File: config.mk
export PLATFORM = sky130hd
export DESIGN_NAME = abort_cause
export DESIGN_NICKNAME = d
export VERILOG_FILES = /design/src/abort_cause_pkg.sv /design/src/pin_sync.sv /design/src/abort_cause.sv
export SDC_FILE = /design/constraint.sdc
export NUM_CORES = 1
export LEC_CHECK = 0
export ABC_AREA = 0
export BUFFER_PORTS_ARGS = -buffer_cell sky130_fd_sc_hd__buf_2
export CORE_MARGIN = 4
export CORE_UTILIZATION = 55
export CTS_CLUSTER_SIZE = 30
export DETAILED_ROUTE_END_ITERATION = 12
export GPL_TIMING_DRIVEN = 1
export PLACE_DENSITY = 0.83
export SLEW_MARGIN = 20
export SYNTH_ARGS = -nofsm -noshare
export SYNTH_HDL_FRONTEND = slang
export SYNTH_HIERARCHICAL = 1
export SYNTH_SLANG_ARGS = --single-unit
File: constraint.sdc
create_clock -name clk_sys_i -period 3.15 [get_ports clk_sys_i]
set_input_delay 0.315 -clock clk_sys_i [delete_from_list [all_inputs] [get_ports clk_sys_i]]
set_output_delay 0.315 -clock clk_sys_i [all_outputs]
set_load 0.05 [all_outputs]
File: src/abort_cause_pkg.sv
/*
  Shared constants and types for the transmit-abort cause logic of a
  two-wire bus controller: register map, field positions, reset values,
  master event phases and the event carrier.
  Assumes a 32-bit byte-addressed register port with one word per register.
*/
package abort_cause_pkg;

  // Register byte addresses
  localparam logic [31:0] ADDR_CONFIG      = 32'h5000_1300;
  localparam logic [31:0] ADDR_TARGET      = 32'h5000_1304;
  localparam logic [31:0] ADDR_DATA_CMD    = 32'h5000_1310;
  localparam logic [31:0] ADDR_ABORT_CAUSE = 32'h5000_1380;
  localparam logic [31:0] ADDR_ABORT_CLEAR = 32'h5000_13a0;

  // Reset values
  localparam logic [15:0] CAUSE_RESET  = 16'h0000;
  localparam logic [15:0] CONFIG_RESET = 16'h0000;
  localparam logic [15:0] TARGET_RESET = 16'h0000;

  // Controller configuration fields
  localparam int CFG_MASTER_EN   = 0;
  localparam int CFG_SPEED_LO    = 1;
  localparam int CFG_RESTART_EN  = 5;
  localparam logic [1:0] SPEED_HIGH = 2'h3;

  // Target register fields
  localparam int TAR_GENERAL_CALL_OR_START_CHOICE = 10;
  localparam int TAR_START_BYTE  = 11;
  localparam int TAR_LONG_ADDR   = 12;

  // Data command fields
  localparam int CMD_SLV_READ_SEL = 8;
  localparam int CMD_READ         = 9;
  localparam int CMD_WIDTH        = 10;

  // Cause flag positions
  localparam int F_SHORT_ADDR_UNACKED   = 0;
  localparam int F_LONG_FIRST_UNACKED   = 1;
  localparam int F_LONG_SECOND_UNACKED  = 2;
  localparam int F_DATA_BYTE_UNACKED    = 3;
  localparam int F_GCALL_UNACKED        = 4;
  localparam int F_GCALL_READ_MISUSE    = 5;
  localparam int F_HS_CODE_ACKED        = 6;
  localparam int F_START_BYTE_ACKED     = 7;
  localparam int F_HS_NO_RESTART        = 8;
  localparam int F_START_BYTE_NO_RSTRT  = 9;
  localparam int F_LONG_READ_NO_RSTRT   = 10;
  localparam int F_MASTER_DISABLED      = 11;
  localparam int F_ARBITRATION_LOST     = 12;
  localparam int F_SLAVE_STALE_FLUSH    = 13;
  localparam int F_SLAVE_BUS_LOST       = 14;
  localparam int F_SLAVE_READ_CONFLICT  = 15;

  // Byte phase of a master acknowledge slot
  typedef enum logic [2:0] {
    PH_SHORT_ADDR  = 3'b000,
    PH_LONG_FIRST  = 3'b001,
    PH_LONG_SECOND = 3'b010,
    PH_DATA        = 3'b011,
    PH_GCALL       = 3'b100,
    PH_START_BYTE  = 3'b101,
    PH_HS_CODE     = 3'b110
  } ack_phase_t;

  // Acknowledge slot report from the master engine
  typedef struct packed {
    logic       valid;
    logic       nack;
    ack_phase_t phase;
  } ack_event_t;

endpackage : abort_cause_pkg

File: src/pin_sync.sv
/*
  Two-flop synchroniser for bus pins with rising-edge detection on the
  synchronised level.
  Assumes pins are asynchronous to clk_sys_i and change far slower than it.
*/
`timescale 1ns/1ns
module pin_sync #(
  parameter int WIDTH = 2
) (
  // Clock and reset
  input  wire logic             clk_sys_i,
  input  wire logic             sys_rst_i,
  // Pins and synchronised view
  input  wire logic [WIDTH-1:0] pin_i,
  output logic      [WIDTH-1:0] level_o,
  output logic      [WIDTH-1:0] rise_o
);

  logic [WIDTH-1:0] meta_r;
  logic [WIDTH-1:0] meta_nxt;
  logic [WIDTH-1:0] level_r;
  logic [WIDTH-1:0] level_nxt;
  logic [WIDTH-1:0] prev_r;
  logic [WIDTH-1:0] prev_nxt;

  // Edge found on the second flop only, never on the first
  always_comb begin
    meta_nxt  = pin_i;
    level_nxt = meta_r;
    prev_nxt  = level_r;
  end

  always_ff @(posedge clk_sys_i) begin
    if (sys_rst_i) begin
      meta_r  <= '1;
      level_r <= '1;
      prev_r  <= '1;
    end else begin
      meta_r  <= meta_nxt;
      level_r <= level_nxt;
      prev_r  <= prev_nxt;
    end
  end

  assign level_o = level_r;
  assign rise_o  = level_r & ~prev_r;

endmodule : pin_sync

File: src/abort_cause.sv
/*
  Transmit-abort cause detection and recording for a combined master and
  slave two-wire bus controller, with its configuration, target, command
  and cause registers on a simple strobe register port.
  Assumes the master and slave engines run on clk_sys_i and report their
  events as one-cycle pulses; the bus pins arrive asynchronously.
*/
// Local design decision: the strobed register port.
`timescale 1ns/1ns

// Behaviour
// - Slave-read data request answered by command with bit 8 sets flag 15.
// - Slave transmitter losing the bus sets flags 14 and 12 together.
// - While transmitting, data line differing at clock rise means bus lost.
// - Slave read request with stale transmit entries sets flag 13, flushes.
// - Master arbitration loss sets flag 12; with 14 it means slave loss.
// - Master and slave may be active together; causes stay attributable.
// - Master start attempted with master disabled sets flag 11.
// - Restart disabled and long-address master read sets flag 10.
// - Restart disabled and START byte requested sets flag 9.
// - Clearing flag 9 with cause still present drops it one cycle only.
// - Restart disabled and high-speed master transfer sets flag 8.
// - Acknowledged START byte sets flag 7.
// - Acknowledged high-speed master code sets flag 6.
// - Read command following a sent general call sets flag 5.
// - Unacknowledged general call sets flag 4.
// - Master data byte unacknowledged after acknowledged address sets flag 3.
// - Unacknowledged second long-address byte sets flag 2.
// - Unacknowledged first long-address byte sets flag 1.
// - Unacknowledged short address sets flag 0.
module abort_cause
  import abort_cause_pkg::*;
#(
  parameter int FIFO_LEVEL_W = 6
) (
  // Clock and reset
  input  wire logic                    clk_sys_i,
  input  wire logic                    sys_rst_i,
  // Register port
  input  wire logic [31:0]             reg_addr_i,
  input  wire logic [15:0]             reg_wdata_i,
  input  wire logic                    reg_wr_i,
  input  wire logic                    reg_rd_i,
  output logic      [15:0]             reg_rdata_o,
  // Bus pins, observed only
  input  wire logic                    scl_i,
  input  wire logic                    sda_i,
  // Master engine reports
  input  wire logic                    mst_active_i,
  input  wire logic                    mst_tx_active_i,
  input  wire logic                    mst_start_i,
  input  wire logic                    mst_start_rd_i,
  input  wire ack_event_t              mst_ack_i,
  // Slave engine reports
  input  wire logic                    slv_tx_active_i,
  input  wire logic                    slv_read_req_i,
  input  wire logic                    slv_data_req_i,
  input  wire logic [FIFO_LEVEL_W-1:0] tx_fifo_level_i,
  // Bit currently driven on the data line
  input  wire logic                    sda_drive_bit_i,
  // Outputs to controller
  output logic                         transmit_abort_event_o,
  output logic                         tx_flush_o,
  output logic                         cmd_push_o,
  output logic      [CMD_WIDTH-1:0]    cmd_word_o
);

  // Address match used by both write and read decode
  function automatic logic hit(input logic [31:0] addr, input logic [31:0] base);
    hit = (addr == base);
  endfunction : hit

  // Synchronised pins: bit 1 clock, bit 0 data
  logic [1:0] pin_level;
  logic [1:0] pin_rise;

  pin_sync #(
    .WIDTH (2)
  ) u_pin_sync (
    .clk_sys_i (clk_sys_i),
    .sys_rst_i (sys_rst_i),
    .pin_i     ({scl_i, sda_i}),
    .level_o   (pin_level),
    .rise_o    (pin_rise)
  );

  logic scl_rise;
  logic sda_level;

  assign scl_rise  = pin_rise[1];
  assign sda_level = pin_level[0];

  // Register state
  logic [15:0]          config_r;
  logic [15:0]          config_nxt;
  logic [15:0]          target_r;
  logic [15:0]          target_nxt;
  logic [15:0]          cause_r;
  logic [15:0]          cause_nxt;
  logic [15:0]          rdata_r;
  logic [15:0]          rdata_nxt;
  logic                 gcall_sent_r;
  logic                 gcall_sent_nxt;
  logic                 reassert9_r;
  logic                 reassert9_nxt;
  logic                 abort_ev_r;
  logic                 abort_ev_nxt;
  logic                 flush_r;
  logic                 flush_nxt;
  logic                 push_r;
  logic                 push_nxt;
  logic [CMD_WIDTH-1:0] cmd_r;
  logic [CMD_WIDTH-1:0] cmd_nxt;

  // Decoded controls
  logic restart_en;
  logic master_en;
  logic high_speed;
  logic long_addr;
  logic sbyte_cause;
  logic wr_cmd;
  logic clr_all;
  logic [15:0] set_vec;

  assign restart_en  = config_r[CFG_RESTART_EN];
  assign master_en   = config_r[CFG_MASTER_EN];
  assign high_speed  = (config_r[CFG_SPEED_LO +: 2] == SPEED_HIGH);
  assign long_addr   = target_r[TAR_LONG_ADDR];
  // Cause of flag 9 persists until software fixes one of its three inputs
  assign sbyte_cause = ~restart_en & target_r[TAR_START_BYTE]
                     & target_r[TAR_GENERAL_CALL_OR_START_CHOICE];
  assign wr_cmd      = reg_wr_i & hit(reg_addr_i, ADDR_DATA_CMD);
  // Reading the clear register is the single clear action
  assign clr_all     = reg_rd_i & hit(reg_addr_i, ADDR_ABORT_CLEAR);

  // Per-cause set terms; master and slave terms are independent
  always_comb begin
    set_vec = 16'h0000;
    // Slave answers a read request with a slave read selector
    if (wr_cmd && slv_data_req_i && reg_wdata_i[CMD_SLV_READ_SEL]) begin
      set_vec[F_SLAVE_READ_CONFLICT] = 1'b1;
    end
    // Ownership check at each clock rise while driving data
    if (scl_rise && slv_tx_active_i && (sda_level != sda_drive_bit_i)) begin
      set_vec[F_SLAVE_BUS_LOST]   = 1'b1;
      set_vec[F_ARBITRATION_LOST] = 1'b1;
    end
    if (scl_rise && mst_tx_active_i && (sda_level != sda_drive_bit_i)) begin
      set_vec[F_ARBITRATION_LOST] = 1'b1;
    end
    // Stale transmit data at a slave read request
    if (slv_read_req_i && (tx_fifo_level_i != '0)) begin
      set_vec[F_SLAVE_STALE_FLUSH] = 1'b1;
    end
    // Checks made when the master tries to start
    if (mst_start_i) begin
      if (!master_en) begin
        set_vec[F_MASTER_DISABLED] = 1'b1;
      end
      if (!restart_en && long_addr && mst_start_rd_i) begin
        set_vec[F_LONG_READ_NO_RSTRT] = 1'b1;
      end
      if (sbyte_cause) begin
        set_vec[F_START_BYTE_NO_RSTRT] = 1'b1;
      end
      if (!restart_en && high_speed) begin
        set_vec[F_HS_NO_RESTART] = 1'b1;
      end
    end
    // Flag 9 comes back one cycle after a premature clear
    if (reassert9_r && sbyte_cause) begin
      set_vec[F_START_BYTE_NO_RSTRT] = 1'b1;
    end
    // Read command queued after a general call
    if (wr_cmd && gcall_sent_r && reg_wdata_i[CMD_READ]) begin
      set_vec[F_GCALL_READ_MISUSE] = 1'b1;
    end
    // Acknowledge slot outcomes of the master
    if (mst_ack_i.valid) begin
      unique case (mst_ack_i.phase)
        PH_SHORT_ADDR: begin
          set_vec[F_SHORT_ADDR_UNACKED] = mst_ack_i.nack;
        end
        PH_LONG_FIRST: begin
          set_vec[F_LONG_FIRST_UNACKED] = mst_ack_i.nack;
        end
        PH_LONG_SECOND: begin
          set_vec[F_LONG_SECOND_UNACKED] = mst_ack_i.nack;
        end
        PH_DATA: begin
          set_vec[F_DATA_BYTE_UNACKED] = mst_ack_i.nack;
        end
        PH_GCALL: begin
          set_vec[F_GCALL_UNACKED] = mst_ack_i.nack;
        end
        PH_START_BYTE: begin
          set_vec[F_START_BYTE_ACKED] = ~mst_ack_i.nack;
        end
        PH_HS_CODE: begin
          set_vec[F_HS_CODE_ACKED] = ~mst_ack_i.nack;
        end
        // Unused phase code 3'b111 sets nothing
        default: begin
        end
      endcase
    end
  end

  // Register writes
  always_comb begin
    config_nxt = config_r;
    target_nxt = target_r;
    if (reg_wr_i && hit(reg_addr_i, ADDR_CONFIG)) begin
      config_nxt = reg_wdata_i;
    end
    if (reg_wr_i && hit(reg_addr_i, ADDR_TARGET)) begin
      target_nxt = reg_wdata_i;
    end
  end

  always_ff @(posedge clk_sys_i) begin
    if (sys_rst_i) begin
      config_r <= CONFIG_RESET;
      target_r <= TARGET_RESET;
    end else begin
      config_r <= config_nxt;
      target_r <= target_nxt;
    end
  end

  // Cause flags: a set in the clearing cycle wins over the clear
  always_comb begin
    cause_nxt     = (clr_all ? 16'h0000 : cause_r) | set_vec;
    reassert9_nxt = clr_all & cause_r[F_START_BYTE_NO_RSTRT]
                  & ~set_vec[F_START_BYTE_NO_RSTRT];
    // General call remembered until the master goes idle
    gcall_sent_nxt = gcall_sent_r & mst_active_i;
    if (mst_ack_i.valid && mst_ack_i.phase == PH_GCALL && !mst_ack_i.nack) begin
      gcall_sent_nxt = 1'b1;
    end
    abort_ev_nxt  = |(set_vec & ~cause_r) | |(set_vec & {16{clr_all}});
    flush_nxt     = set_vec[F_SLAVE_STALE_FLUSH];
  end

  always_ff @(posedge clk_sys_i) begin
    if (sys_rst_i) begin
      cause_r      <= CAUSE_RESET;
      reassert9_r  <= 1'b0;
      gcall_sent_r <= 1'b0;
      abort_ev_r   <= 1'b0;
      flush_r      <= 1'b0;
    end else begin
      cause_r      <= cause_nxt;
      reassert9_r  <= reassert9_nxt;
      gcall_sent_r <= gcall_sent_nxt;
      abort_ev_r   <= abort_ev_nxt;
      flush_r      <= flush_nxt;
    end
  end

  // Command entries pass on unless they themselves caused an abort
  always_comb begin
    push_nxt = wr_cmd & ~set_vec[F_SLAVE_READ_CONFLICT]
             & ~set_vec[F_GCALL_READ_MISUSE];
    cmd_nxt  = wr_cmd ? reg_wdata_i[CMD_WIDTH-1:0] : cmd_r;
  end

  always_ff @(posedge clk_sys_i) begin
    if (sys_rst_i) begin
      push_r <= 1'b0;
      cmd_r  <= '0;
    end else begin
      push_r <= push_nxt;
      cmd_r  <= cmd_nxt;
    end
  end

  // Read data, one cycle after the strobe; unmapped reads give zero
  always_comb begin
    rdata_nxt = 16'h0000;
    if (reg_rd_i) begin
      if (hit(reg_addr_i, ADDR_CONFIG)) begin
        rdata_nxt = config_r;
      end else if (hit(reg_addr_i, ADDR_TARGET)) begin
        rdata_nxt = target_r;
      end else if (hit(reg_addr_i, ADDR_ABORT_CAUSE)) begin
        rdata_nxt = cause_r;
      end else begin
        rdata_nxt = 16'h0000;
      end
    end
  end

  always_ff @(posedge clk_sys_i) begin
    if (sys_rst_i) begin
      rdata_r <= 16'h0000;
    end else begin
      rdata_r <= rdata_nxt;
    end
  end

  assign reg_rdata_o            = rdata_r;
  assign transmit_abort_event_o = abort_ev_r;
  assign tx_flush_o             = flush_r;
  assign cmd_push_o             = push_r;
  assign cmd_word_o             = cmd_r;

endmodule : abort_cause

### Yosys cells after proc, flatten, opt, wreduce, memory -nomap -nowiden

Cells that the tools add are included.

| storage, ports and cells | value |
|---|---|
| output and inout bits | 29 |
| memory bits (read-only) | 0 |
| bits in writable memories | 0 |
| logic and storage cells | 97 |
| memories | 0 |
| bits in latches | 0 |
| bits in registers | 85 |

| cells by class | value |
|---|---|
| shift-type cells | 0 |
| divide/modulo/power cells | 0 |
| $add $sub $neg | 0 |
| equality and inequality tests | 13 |
| bitwise gates (word level) | 22 |
| $lt $le $gt $ge | 0 |
| muxes and demuxes | 25 |
| multipliers | 0 |
| reduce and logical (&&, ||, !) cells | 24 |

Operators by type and width:

| kind | count |
|---|---|
| 32-bit by 31-bit equality test with 1-bit output (second input constant) | 5 |
| 16-bit two-way mux | 4 |
| 16-bit AND | 2 |
| 16-bit OR reduction | 2 |
| 1-bit two-way mux | 18 |
| 1-bit logical AND | 17 |
| 16-bit inverter | 1 |
| 16-bit OR | 1 |
| 1-bit AND | 9 |
| 3-bit equality test (second input constant) | 3 |
| 3-bit by 2-bit equality test with 1-bit output (second input constant) | 2 |
| 1-bit inverter | 6 |
| 6-bit nonzero test | 1 |
| 5-bit two-way mux | 1 |
| 4-bit two-way mux | 1 |
| 3-bit by 1-bit equality test with 1-bit output (second input constant) | 1 |
| 3-bit logical NOT | 1 |
| 2-bit AND | 1 |
| 2-bit equality test (second input constant) | 1 |
| 1-bit logical NOT | 2 |
| 2-bit two-way mux | 1 |
| 2-bit inverter | 1 |
| 2-bit OR reduction | 1 |
| 1-bit inequality test | 1 |
| 1-bit OR | 1 |

### Logic depth before layout (Yosys ltp)

| logic depth | value |
|---|---|
| depth in word-level cells | 9 |
| depth in mapped cells | 7 |
| mapped depth without buffers | 5 |

### By module

The synthesis kept the hierarchy.

By module, submodules not included:

| module | seq. area each (um2) | instances | area an instance (um2) | cells an instance |
|---|---|---|---|---|
| abort_cause | 1581.5 | 1 | 3488.3 | 367 |
| pin_sync | 120.1 | 1 | 170.2 | 14 |

### Worst setup path after synthesis

OpenSTA, ideal clock, no wires.

| path | value |
|---|---|
| path kind | input-to-reg |
| start point | input port reg_addr_i[17] |
| end point | register cause_r[14] |
| data arrival time | 1.838 ns |
| setup time | 0.128 ns |
| setup slack | 1.184 ns |
| stages | 7 |
| cell sequence | nor4_4 > nand4_4 > or4_4 > buf_6 > buf_4 > a32oi_1 > nor2_1 |

| between the ends | value |
|---|---|
| cells in the longest elaborated chain, start to end | 4 |

RTL lines:

| item | RTL line | text |
|---|---|---|
| start: declaration | abort_cause.sv:40 | `input wire logic [31:0] reg_addr_i,` |
| 32-bit by 31-bit equality test with 1-bit output | abort_cause.sv:70 | `hit = (addr == base);` |
| 1-bit AND | abort_cause.sv:134 | `assign clr_all = reg_rd_i & hit(reg_addr_i, ADDR_ABORT_CLEAR);` |
| 16-bit two-way mux | abort_cause.sv:233 | `cause_nxt = (clr_all ? 16'h0000 : cause_r) \| set_vec;` |
| 16-bit OR | abort_cause.sv:233 |  |
| end signal: assignment | abort_cause.sv:253 | `cause_r <= cause_nxt;` |
| end: declaration | abort_cause.sv:98 | `logic [15:0] cause_r;` |

No other way between the ends.
A chain may end at the register's enable or synchronous reset.

### Final worst setup path

| path | value |
|---|---|
| start point | input port reg_addr_i[11] |
| end point | register cmd_r[8] (netlist: cmd_word_o[8]) |

| between the ends | value |
|---|---|
| cells in the longest elaborated chain, start to end | 2 |

RTL lines:

| item | RTL line | text |
|---|---|---|
| 32-bit by 31-bit equality test with 1-bit output | abort_cause.sv:70 |  |
| 1-bit AND | abort_cause.sv:132 | `assign wr_cmd = reg_wr_i & hit(reg_addr_i, ADDR_DATA_CMD);` |
| end signal: assignment | abort_cause.sv:274 | `cmd_r <= cmd_nxt;` |
| end: declaration | abort_cause.sv:112 | `logic [CMD_WIDTH-1:0] cmd_r;` |

No other way between the ends.

==> run metrics <==
filler cell count 504; die height between 80 and 90 um; Final Non-Filler Cells 556; Max H-tree Level 3; DRT iter0 DRCs ~230; Final Net Count ~550; diode count 0; commonest cells after routing, fill and taps aside buf_2, dfxtp_1, nor2_1, mux2i_1, a21oi_1; Slew headroom between 50 and 60%; maximum clock insertion buffer count 2; pwr dens about 450 nW/um^2; Setup crit end kind flop; clock-pin slew on the worst setup and hold paths around 80 ps; Post-CTS Setup Repair Bufs 0; final wirelength between 8000 and 9000 um; clock skew roughly 5.3 ps; vias in the first global route 2998; antenna viol nets, final 0; Initial DRT Pass Iterations 6; sum of negative setup slack 0 ps; row count 29; Initial Utilization 56.8%; Sequential Area 1680 um^2; GP Congestion 0.902; VDD IR-drop max 398 uV; multi-input gate area in the final layout 1820 um^2; Max-cap violations 0; clk sink count 84; Core Box Area ~6400 um^2; crit-path cells buf_2 -> nor4b_4 -> nand3_1 -> nor4_4 -> buf_4 -> mux2i_1 -> nor2_1; Crit Path Category input pin to flop; full die area between 7000 and 8000 um^2; Worst EP required between 3000 and 4000 ps; GR Util All Layers about a quarter; Worst-Margin Slew between 600 and 700 ps; initial antenna violation count 0; Residual DRC 0; synthesis-to-layout area growth 19.9%; Yosys warnings 6; clock period minus worst slack approximately 1900 ps; most common cell after layout, fill and taps aside buf_2; WP data arrival about 2200 ps; Final Cycle Share around 60%; CTS root buf clkbuf_8; largest net degree at the start of global routing between 60 and 70; synthesized area 3630 um^2; max-slew violation count 0; wire length per cell roughly 16 um; post-cts resize count 0; Post-Syn Nets approximately 450; status finished, final reports clean; HPWL Detailed approximately 6500 um; Critical Path Start Type input pin; Vias 3203; final setup violation count 0; max incr delay on CP between 600 and 700 ps; share of cells above drive strength 1 about 28%; syn_area_per_cell about 9.6 um^2; I/O Pins roughly 100; Gate Count Post-Synth around 380; Max Fclk 515 MHz; clk_lat worst skew roughly 360 ps; RSZ-0062 raised after global routing false; hold_buf cts 0; Port Buffers a little over 100; CTS tree built; first-pass GRT wire length between 10000 and 15000 um; total grt overflow 0; peak fanout along the critical path 7; Hold WC Path Type input pin to flop; Die Span X approximately 90 um; DR vias/cell slightly below 6; Inst Count DP approximately 540; Num CTS Buffers 9; Static Leak between 1.5 and 2 nW; Final Hold Fails 0; crit path max-delay cell type nor4_4
registers in the layout, indices dropped and copies added (netlist names), 2 cells and up:
register and cells:
cause_r 16, u_pin_sync/level_nxt 2, cmd_word_o 10, u_pin_sync/level_o 2
target_r 16, reg_rdata_o 16, config_r 16
area by class of cell:
cell class	count	share of cell area, %
multi-input cells	266	41.7
clock inverters	4	1.18
inverters	8	0.690
flip-flops and latches	84	38.7
well taps	77	2.22
repair buffers	106	12.5
clock buffers	11	3.02
metrics by stage:
step / hold slack (ps) / util [%] / worst slack, ps / area, um^2 / power (W)
final: 133 / 68.1 / 1210 / 4350 / 0.00197
after global routing: 127 / 68.1 / 1030 / 4350 / 0.00204
after CTS: 124 / 68.1 / 1190 / 4350 / 0.00198
after detailed placement: 399 / 65.2 / 816 / 4170 / 0.00126
after global placement: 389 / 65.2 / 854 / 4170 / 0.00125
after floorplan: 383 / - / 1180 / 3630 / 0.00117
report_power, final:
part	leakage (nW)	switching (W)	total (W)	internal [W]
sequential	0.679	0.00000597	0.00108	0.00107
clock	0.0894	0.000373	0.000736	0.000363
combinational	0.989	0.0000902	0.000155	0.0000653
total	1.76	0.000469	0.00197	0.00150
worst paths after layout:
path	from	end	slack, ps	depth (start not counted)
setup / recovery	reg_addr_i[11]	cmd_word_o[8]	1210	7
hold / removal	scl_i	u_pin_sync/level_nxt[1]	130	2
setup reg to reg	config_r[5]	transmit_abort_event_o	1690	5
hold reg to reg	u_pin_sync/level_nxt[1]	u_pin_sync/level_o[1]	430	1
worst max-delay path: cells and delay by family:
| kind | cells | cell delay (ps) |
|---|---|---|
| buffers and inverters | 2 | 400 |
| muxes | 1 | 190 |
| and+or+nand+nor | 4 | 1260 |
metal layers:
| metal | GRT usage (%) | up-vias | part of all wire (%) |
|---|---|---|---|
| met2 | 38.6 | 133 | 50 |
| met5 | 0 | - | 0 |
| met1 | 28.8 | 1522 | 41 |
| li1 | - | 1527 | - |
| met3 | 6.73 | 21 | 7.3 |
| met4 | 9.74 | 0 | 2.6 |
Note: power is estimated with default switching activity, not from simulation.
